File: src/lcd_defs.vh
// lcd_defs.vh: command codes, field positions, reset values and timing counts
// assumes: included by the command decoder and its byte receiver
`ifndef LCD_DEFS_VH
`define LCD_DEFS_VH

// ----------------------------------------
// command code ranges
// ----------------------------------------
`define LCD_STOP_CODE 8'h01
`define LCD_DISP_OFF_CODE 8'h08
`define LCD_DISP_ON_CODE 8'h09
`define LCD_FRAME_FIRST 8'h10
`define LCD_FRAME_LAST 8'h14
`define LCD_MUX_FIRST 8'h18
`define LCD_MUX_LAST 8'h1F
`define LCD_BITCLR_FIRST 8'h20
`define LCD_BITCLR_LAST 8'h3F
`define LCD_BITSET_FIRST 8'h40
`define LCD_BITSET_LAST 8'h5F
`define LCD_ACCESS_FIRST 8'h60
`define LCD_ACCESS_LAST 8'h6F
`define LCD_CHAR_LEFT_CODE 8'h71
`define LCD_CHAR_RIGHT_CODE 8'h72
`define LCD_CURS_CLR_CODE 8'h7C
`define LCD_CURS_WR_CODE 8'h7D
`define LCD_PTR_LO_FIRST 8'h80
`define LCD_PTR_LO_LAST 8'hB1
`define LCD_PTR_HI_FIRST 8'hC0
`define LCD_PTR_HI_LAST 8'hF1

// ----------------------------------------
// field positions
// ----------------------------------------
`define LCD_SEL_MSB 2
`define LCD_STEP_MSB 1
`define LCD_MODE_MSB 3
`define LCD_MODE_LSB 2
`define LCD_BIT_MSB 4
`define LCD_BIT_LSB 2
`define LCD_PTR_MSB 6

// ----------------------------------------
// access modes
// ----------------------------------------
`define LCD_MODE_READ 2'h0
`define LCD_MODE_WRITE 2'h1
`define LCD_MODE_OR 2'h2
`define LCD_MODE_AND 2'h3

// ----------------------------------------
// reset values and timing
// ----------------------------------------
`define LCD_RST_FRAME 3'h0
`define LCD_RST_MUX 3'h0
`define LCD_RST_PTR 7'h00
`define LCD_RST_MODE 2'h1
`define LCD_RST_STEP 2'h0
`define LCD_BUSY_CYCLES 18
`define LCD_BYTE_BITS 8

`endif
File: src/lcd_byte_rx.v
// lcd_byte_rx.v: assembles host bytes from serial bits or parallel nibbles
// assumes: pins are asynchronous to clock; interface mode strap given by parent
`timescale 1ns/1ps
`include "lcd_defs.vh"

module lcd_byte_rx (
   input wire clock,
   input wire srst,
   input wire parallel_mode,
   input wire cs_n,
   input wire strobe_n,
   input wire cmd_sel,
   input wire [3:0] data_pins,
   output reg byte_valid,
   output reg [7:0] byte_data,
   output reg byte_is_cmd
);

   // ----------------------------------------
   // two-stage synchronisers
   // ----------------------------------------
   wire [6:0] pins_raw;
   wire [6:0] pins_sync;
   assign pins_raw = {cs_n, strobe_n, cmd_sel, data_pins};

   genvar gi;
   generate
      for (gi = 0; gi < 7; gi = gi + 1) begin : g_sync
         reg stage1;
         reg stage2;
         always @(posedge clock) begin
            if (srst) begin
               stage1 <= 1'b1;
               stage2 <= 1'b1;
            end else begin
               stage1 <= pins_raw[gi];
               stage2 <= stage1;
            end
         end
         assign pins_sync[gi] = stage2;
      end
   endgenerate

   wire cs_n_s;
   wire strobe_s;
   wire cmd_s;
   wire [3:0] data_s;
   assign cs_n_s = pins_sync[6];
   assign strobe_s = pins_sync[5];
   assign cmd_s = pins_sync[4];
   assign data_s = pins_sync[3:0];

   // ----------------------------------------
   // edge detect and assembly
   // ----------------------------------------
   reg strobe_prev;
   reg [2:0] bit_count;
   reg [6:0] shift;
   wire strobe_rise;
   assign strobe_rise = strobe_s & ~strobe_prev & ~cs_n_s;

   always @(posedge clock) begin
      if (srst) begin
         strobe_prev <= 1'b1;
         bit_count <= 3'h0;
         shift <= 7'h00;
         byte_valid <= 1'b0;
         byte_data <= 8'h00;
         byte_is_cmd <= 1'b0;
      end else begin
         strobe_prev <= strobe_s;
         byte_valid <= 1'b0;
         if (cs_n_s) begin
            bit_count <= 3'h0;
         end else if (strobe_rise) begin
            if (parallel_mode) begin
               if (bit_count == 3'h0) begin
                  shift[6:3] <= data_s;
                  bit_count <= 3'h1;
               end else begin
                  byte_data <= {shift[6:3], data_s};
                  byte_is_cmd <= cmd_s;
                  byte_valid <= 1'b1;
                  bit_count <= 3'h0;
               end
            end else begin
               shift <= {shift[5:0], data_s[0]};
               bit_count <= bit_count + 3'h1;
               if (bit_count == 3'h7) begin
                  byte_data <= {shift, data_s[0]};
                  byte_is_cmd <= cmd_s;
                  byte_valid <= 1'b1;
               end
            end
         end
      end
   end

endmodule

File: src/lcd_command_decoder.v
// lcd_command_decoder.v: command decoder of a dot-matrix lcd controller
// assumes: host writes bytes over 4-bit parallel or serial pins; one clock, sync reset
`timescale 1ns/1ps
`include "lcd_defs.vh"

module lcd_command_decoder #(
   parameter BUSY_CYCLES = `LCD_BUSY_CYCLES
) (
   input wire clock,
   input wire srst,
   input wire par_ser_strap,
   input wire cs_n,
   input wire strobe_n,
   input wire cmd_sel,
   input wire [3:0] data_pins,
   output reg busy_n,
   output reg [2:0] frame_div,
   output reg [2:0] mux_mode,
   output reg display_on,
   output reg [6:0] data_pointer,
   output reg [1:0] access_mode,
   output reg [1:0] pointer_step,
   output reg char_mode,
   output reg char_right_entry,
   output reg bit_op,
   output reg bit_value,
   output reg [2:0] bit_index,
   output reg cursor_on,
   output reg stop_mode,
   output reg data_valid,
   output reg [7:0] data_byte
);

   // ----------------------------------------
   // range check
   // ----------------------------------------
   function in_range;
      input [7:0] code;
      input [7:0] first;
      input [7:0] last;
      begin
         in_range = (code >= first) && (code <= last);
      end
   endfunction

   // ----------------------------------------
   // command classes
   // ----------------------------------------
   localparam [3:0] KIND_NONE = 4'h0;
   localparam [3:0] KIND_STOP = 4'h1;
   localparam [3:0] KIND_DISP_OFF = 4'h2;
   localparam [3:0] KIND_DISP_ON = 4'h3;
   localparam [3:0] KIND_FRAME = 4'h4;
   localparam [3:0] KIND_MUX = 4'h5;
   localparam [3:0] KIND_BIT = 4'h6;
   localparam [3:0] KIND_ACCESS = 4'h7;
   localparam [3:0] KIND_CHAR_LEFT = 4'h8;
   localparam [3:0] KIND_CHAR_RIGHT = 4'h9;
   localparam [3:0] KIND_CURS_CLR = 4'hA;
   localparam [3:0] KIND_CURS_WR = 4'hB;
   localparam [3:0] KIND_PTR = 4'hC;

   // sorts a command byte into one class; undefined codes fall to none
   function [3:0] cmd_kind;
      input [7:0] code;
      begin
         if (code == `LCD_STOP_CODE) begin
            cmd_kind = KIND_STOP;
         end else if (code == `LCD_DISP_OFF_CODE) begin
            cmd_kind = KIND_DISP_OFF;
         end else if (code == `LCD_DISP_ON_CODE) begin
            cmd_kind = KIND_DISP_ON;
         end else if (in_range(code, `LCD_FRAME_FIRST, `LCD_FRAME_LAST)) begin
            cmd_kind = KIND_FRAME;
         end else if (in_range(code, `LCD_MUX_FIRST, `LCD_MUX_LAST)) begin
            cmd_kind = KIND_MUX;
         end else if (in_range(code, `LCD_BITCLR_FIRST, `LCD_BITSET_LAST)) begin
            cmd_kind = KIND_BIT;
         end else if (in_range(code, `LCD_ACCESS_FIRST, `LCD_ACCESS_LAST)) begin
            cmd_kind = KIND_ACCESS;
         end else if (code == `LCD_CHAR_LEFT_CODE) begin
            cmd_kind = KIND_CHAR_LEFT;
         end else if (code == `LCD_CHAR_RIGHT_CODE) begin
            cmd_kind = KIND_CHAR_RIGHT;
         end else if (code == `LCD_CURS_CLR_CODE) begin
            cmd_kind = KIND_CURS_CLR;
         end else if (code == `LCD_CURS_WR_CODE) begin
            cmd_kind = KIND_CURS_WR;
         end else if (in_range(code, `LCD_PTR_LO_FIRST, `LCD_PTR_LO_LAST) ||
                      in_range(code, `LCD_PTR_HI_FIRST, `LCD_PTR_HI_LAST)) begin
            cmd_kind = KIND_PTR;
         end else begin
            cmd_kind = KIND_NONE;
         end
      end
   endfunction

   // ----------------------------------------
   // interface strap, caught while reset is held
   // ----------------------------------------
   reg strap_s1;
   reg strap_s2;
   reg parallel_mode;
   always @(posedge clock) begin
      strap_s1 <= par_ser_strap;
      strap_s2 <= strap_s1;
      if (srst) begin
         parallel_mode <= strap_s2;
      end
   end

   // ----------------------------------------
   // byte receiver
   // ----------------------------------------
   wire byte_valid;
   wire [7:0] byte_data;
   wire byte_is_cmd;

   lcd_byte_rx u_rx (
      .clock(clock),
      .srst(srst),
      .parallel_mode(parallel_mode),
      .cs_n(cs_n),
      .strobe_n(strobe_n),
      .cmd_sel(cmd_sel),
      .data_pins(data_pins),
      .byte_valid(byte_valid),
      .byte_data(byte_data),
      .byte_is_cmd(byte_is_cmd)
   );

   // ----------------------------------------
   // busy timer
   // ----------------------------------------
   reg [7:0] busy_count;
   always @(posedge clock) begin
      if (srst) begin
         busy_n <= 1'b1;
         busy_count <= 8'h00;
      end else if (byte_valid && busy_n) begin
         busy_n <= 1'b0;
         busy_count <= BUSY_CYCLES[7:0] - 8'h01;
      end else if (!busy_n) begin
         if (busy_count == 8'h00) begin
            busy_n <= 1'b1;
         end else begin
            busy_count <= busy_count - 8'h01;
         end
      end
   end

   // ----------------------------------------
   // command decode
   // ----------------------------------------
   wire take;
   wire take_cmd;
   assign take = byte_valid & busy_n;
   assign take_cmd = take & byte_is_cmd;

   wire [3:0] cmd_class;
   assign cmd_class = cmd_kind(byte_data);

   always @(posedge clock) begin
      if (srst) begin
         frame_div <= `LCD_RST_FRAME;
         mux_mode <= `LCD_RST_MUX;
         display_on <= 1'b0;
         data_pointer <= `LCD_RST_PTR;
         access_mode <= `LCD_RST_MODE;
         pointer_step <= `LCD_RST_STEP;
         char_mode <= 1'b0;
         char_right_entry <= 1'b0;
         bit_op <= 1'b0;
         bit_value <= 1'b0;
         bit_index <= 3'h0;
         cursor_on <= 1'b0;
         stop_mode <= 1'b0;
         data_valid <= 1'b0;
         data_byte <= 8'h00;
      end else begin
         bit_op <= 1'b0;
         data_valid <= 1'b0;
         if (take && !byte_is_cmd) begin
            data_byte <= byte_data;
            data_valid <= 1'b1;
         end
         if (take_cmd) begin
            case (cmd_class)
               KIND_STOP: begin
                  stop_mode <= 1'b1;
               end
               KIND_DISP_OFF: begin
                  display_on <= 1'b0;
               end
               KIND_DISP_ON: begin
                  display_on <= 1'b1;
               end
               KIND_FRAME: begin
                  frame_div <= byte_data[`LCD_SEL_MSB:0];
               end
               KIND_MUX: begin
                  mux_mode <= byte_data[`LCD_SEL_MSB:0];
               end
               KIND_BIT: begin
                  bit_op <= 1'b1;
                  bit_value <= in_range(byte_data, `LCD_BITSET_FIRST, `LCD_BITSET_LAST);
                  bit_index <= byte_data[`LCD_BIT_MSB:`LCD_BIT_LSB];
                  pointer_step <= byte_data[`LCD_STEP_MSB:0];
               end
               KIND_ACCESS: begin
                  access_mode <= byte_data[`LCD_MODE_MSB:`LCD_MODE_LSB];
                  pointer_step <= byte_data[`LCD_STEP_MSB:0];
                  char_mode <= 1'b0;
               end
               KIND_CHAR_LEFT: begin
                  char_mode <= 1'b1;
                  char_right_entry <= 1'b0;
               end
               KIND_CHAR_RIGHT: begin
                  char_mode <= 1'b1;
                  char_right_entry <= 1'b1;
               end
               KIND_CURS_CLR: begin
                  cursor_on <= 1'b0;
               end
               KIND_CURS_WR: begin
                  cursor_on <= 1'b1;
               end
               KIND_PTR: begin
                  data_pointer <= byte_data[`LCD_PTR_MSB:0];
               end
               default: begin
                  stop_mode <= stop_mode;
               end
            endcase
         end
      end
   end

endmodule

File: config.mk
export PLATFORM = sky130hd
export DESIGN_NAME = lcd_command_decoder
export DESIGN_NICKNAME = d
export VERILOG_FILES = /design/src/lcd_byte_rx.v /design/src/lcd_command_decoder.v
export VERILOG_INCLUDE_DIRS = /design/src
export SDC_FILE = /design/constraint.sdc
export NUM_CORES = 1
export LEC_CHECK = 0
export ABC_AREA = 1
export BUFFER_PORTS_ARGS = -buffer_cell sky130_fd_sc_hd__buf_2
export CORE_MARGIN = 2
export CORE_UTILIZATION = 25
export CTS_CLUSTER_DIAMETER = 100
export DETAILED_ROUTE_END_ITERATION = 10
export PLACE_DENSITY = 0.44
export SYNTH_ARGS = -nofsm -noshare
export SYNTH_HDL_FRONTEND = slang
export SYNTH_SLANG_ARGS = --single-unit
File: constraint.sdc
create_clock -name clock -period 1.4 [get_ports clock]
set_clock_uncertainty 0.2 [all_clocks]
set_input_delay 0.28 -clock clock [delete_from_list [all_inputs] [get_ports clock]]
set_output_delay 0.28 -clock clock [all_outputs]
set_load 0.01 [all_outputs]
==> out/summary.txt <==
number of nets at the end of the flow: 538
part of the Yosys area used for sequential elements: 0.511
Syn Nets: 421
Tmin final: 1430 ps
type of element launching the critical path: flop
slowest stage cell on the critical path: sky130_fd_sc_hd__dfxtp_4
starting utilization of the core area: 0.257
non-filler cells, final: 700
max-slew violations: 0
largest vdd supply drop: 0.773 mV
die area: 14000 sq um
number of distinct library cells after synthesis: 32
category of the most critical setup path: flop to flop
first-pass GRT wire length: 13.8 mm
Worst-Margin Slew: 301 ps
Reg clk slew, reported paths: 60 ps
mean instance size in the synthesized netlist: 8.07 sq um
average detailed-routed wire length per instance: 11.8 um
highest clock frequency the design can meet: 699 MHz
buffer type at the clock tree root: sky130_fd_sc_hd__clkbuf_16
total power density per cell area: 964 nW/um^2
Initial DRT Pass Iterations: 4
post-synthesis cell count: 406
number of antenna violations at the first check in global routing: 0
source-to-sink clock delay at the later pin of the worst-skew pair: 340 ps
Setup crit end kind: flop
net load switching power: 0.00109 W
number of buffers added by the clock tree synthesis step: 9
internal portion of total power: 0.00366 W
final wirelength: 8.27 mm
GPL Wtd Cong: 0.818
Min-Delay Path Depth: 2
final non-filler cell area: 4930 sq um
Ports: 47
hold crit path type: input port to flop
Worst slew margin: 0.799
worst path required time: 1460 ps
filler instances: 1329
sequential cell area in the final layout: 1700 sq um
starting DRC count in detailed routing: 102
synth-to-layout area growth: 50.5%
synth warn: 0
total stage count of the critical path: 9
Max Buffers Root-to-Sink: 2
switching share of power: 0.229
part of the total power dissipated in the clock network: 0.466
CP peak stage delay: 370 ps
CP Max Fanout: 7
number of global-route vias before repair: 2869
area of placed instances: 4100 sq um
number of cells on the worst reg-to-reg path: 9
Arrival @ worst endpoint: 1490 ps
detail-routed via count per cell: 4.25
unrepaired setup endpoints after global routing: true
fin worst setup slack: -30.6 ps
LEAKAGE: 2.17 nW
GR Util All Layers: 0.124
count of port buffers added during placement: 46
Std-Cell Rows: 41
clock sink total: 83
total instance count after detailed placement: 665
max-cap violation count: 0
diode count: 0
Comb pwr share: 0.031
Vert. Die Dim: 118 um
cell area after technology mapping: 3270 sq um
Antenna Nets Post-Route: 0
Setup Viol. Count Final: 12
number of hold violations in the final report: 0
deepest level of the CTS H-tree: 3
area of combinational cells with multiple inputs: 1730 sq um
failing checks: negative setup slack
CTS tree: done
sequential share of power: 0.503
core region area: 12700 sq um
pin count of the biggest net entering global routing: 37
DPL Wire Length: 5.68 mm
family of cells with the greatest summed delay on the critical path: simple AND/OR/NAND/NOR gates
ratio of final minimum period to clock period: 1.02
GRT overflow: 0
DP Worst Slack: -143 ps
worst hold slack across all endpoints: 74.1 ps
fraction of final layout cells with drive strength greater than 1: 0.455
Chip Width: 118 um
number of flip-flops and latches in the synthesized netlist: 83
number of buffers and inverters on the critical path: 1
Overall Power: 0.00475 W
vias after detailed routing: 2973
critical-path cell list: inv_2 -> ha_4 -> nand2_4 -> nand2_4 -> nand2_8 -> nand2_8 -> nand2_2 -> nand2_2 -> a31oi_1
run status: complete, but fails checks
Residual DRC: 0
[per-stage QoR]
step           utilization  setup TNS, ps
2_1_floorplan            -          -20.2
3_3_place_gp         0.322          -1180
3_5_place_dp         0.322          -1620
4_1_cts              0.368           -113
5_1_grt              0.387          -2550
6_report             0.387           -172
[registers in the layout (all words and copies together) (netlist names), 3 cells and up]
signal,count
u_rx.bit_count,3
mux_mode,3
u_rx.shift,7
busy_count,8
data_pointer,7
data_byte,8
u_rx.byte_data,8
bit_index,3
u_rx.g_sync.stage2,5
frame_div,3
u_rx.g_sync.stage1,7
[cell families after synthesis]
group | share of synthesized area
and+or+nand+nor | 0.241
AOI/OAI and AO/OA | 0.160
DFF | 0.511
buffers and inverters | 0.0661
adders and majority gates | 0.0191
xor gates and xnor gates | 0.00268
[placed cells by master, fill, tap and decap left out, types with 11 or more instances in the layout]
cell type	synthesis	final
sky130_fd_sc_hd__nand2_1	88	66
sky130_fd_sc_hd__dfxtp_1	82	66
sky130_fd_sc_hd__buf_4	1	50
sky130_fd_sc_hd__buf_2	0	45
sky130_fd_sc_hd__a21oi_1	49	39
sky130_fd_sc_hd__nor2_1	33	26
sky130_fd_sc_hd__o21ai_0	37	20
sky130_fd_sc_hd__inv_1	31	20
sky130_fd_sc_hd__a21oi_2	7	17
sky130_fd_sc_hd__nand2_2	3	14
sky130_fd_sc_hd__or2_2	14	14
sky130_fd_sc_hd__inv_2	3	13
sky130_fd_sc_hd__nand3_1	14	12
sky130_fd_sc_hd__nand2_4	0	11
sky130_fd_sc_hd__o21ai_1	0	11
sky130_fd_sc_hd__dfxtp_2	0	11
[final timing paths]
kind | from | slack [ps] | end
min reg2reg | strap_s1 | 130 | strap_s2
max | u_rx.bit_count[0] | -30 | u_rx.byte_data[2]
max reg2reg | u_rx.bit_count[0] | -30 | u_rx.byte_data[2]
min | srst | 70 | u_rx.g_sync[5].stage2
[routing by layer]
metal  up-vias  part of all wire  GRT usage
met5         -                 0          0
met4         0             0.014     0.0424
met1      1337              0.50      0.163
met3         9             0.044     0.0410
met2        52              0.45      0.190
li1       1575                 -          -
[power groups by stage]
stage	clock, W	combinational (W)	sequential (W)
after global placement	0	0.000118	0.00245
after detailed placement	0	0.000119	0.00245
after global routing	0.00237	0.000166	0.00239
final	0.00221	0.000147	0.00239
after floorplan	0	0.0000688	0.00245
after CTS	0.00229	0.000142	0.00240
[Yosys cell counts]
cell type / instances / area [sq um]
sky130_fd_sc_hd__nand4_1: 9 / 56.3
sky130_fd_sc_hd__a21oi_1: 49 / 245
sky130_fd_sc_hd__buf_4: 1 / 7.51
sky130_fd_sc_hd__nand3b_1: 1 / 7.51
sky130_fd_sc_hd__edfxtp_1: 1 / 30.0
sky130_fd_sc_hd__ha_1: 5 / 62.6
sky130_fd_sc_hd__nor3_1: 3 / 15.0
sky130_fd_sc_hd__a21oi_2: 7 / 61.3
sky130_fd_sc_hd__nor3_4: 1 / 16.3
sky130_fd_sc_hd__clkbuf_1: 6 / 22.5
sky130_fd_sc_hd__nand3_4: 2 / 35.0
sky130_fd_sc_hd__dfxtp_1: 82 / 1640
sky130_fd_sc_hd__buf_1: 1 / 3.75
sky130_fd_sc_hd__inv_2: 3 / 11.3
sky130_fd_sc_hd__o21ai_0: 37 / 185
sky130_fd_sc_hd__nor2_4: 1 / 11.3
sky130_fd_sc_hd__a211oi_1: 1 / 7.51
sky130_fd_sc_hd__buf_6: 3 / 33.8
sky130_fd_sc_hd__nand2_1: 88 / 330
sky130_fd_sc_hd__xor2_1: 1 / 8.76
sky130_fd_sc_hd__nand3_1: 14 / 70.1
sky130_fd_sc_hd__nor2_1: 33 / 124
sky130_fd_sc_hd__o21bai_2: 1 / 11.3
sky130_fd_sc_hd__clkinv_1: 1 / 3.75
sky130_fd_sc_hd__or2_2: 14 / 87.6
sky130_fd_sc_hd__nor2_2: 2 / 12.5
sky130_fd_sc_hd__or2_1: 1 / 6.26
sky130_fd_sc_hd__clkinv_4: 2 / 17.5
sky130_fd_sc_hd__nand2_2: 3 / 18.8
sky130_fd_sc_hd__inv_1: 31 / 116
sky130_fd_sc_hd__a31oi_1: 1 / 6.26
sky130_fd_sc_hd__o211ai_1: 1 / 7.51
[final cells by class]
cell class / count / share of cell area
flip-flops and latches: 83 / 0.346
inverters: 37 / 0.0312
multi-input cells: 277 / 0.352
well taps: 172 / 0.0437
clock buffers: 9 / 0.0457
clock inverters: 7 / 0.0107
repair buffers: 115 / 0.171
[repair_timing]
action,in CTS,in global routing
buffers inserted,2,7
endpoints found under the setup margin,40,53
hold buffers,8,0
pin swaps,20,27
cloned,2,0
endpoints found under the hold margin,8,0
resized for setup,62,68
No activity file was read; power rests on OpenSTA's default activity.
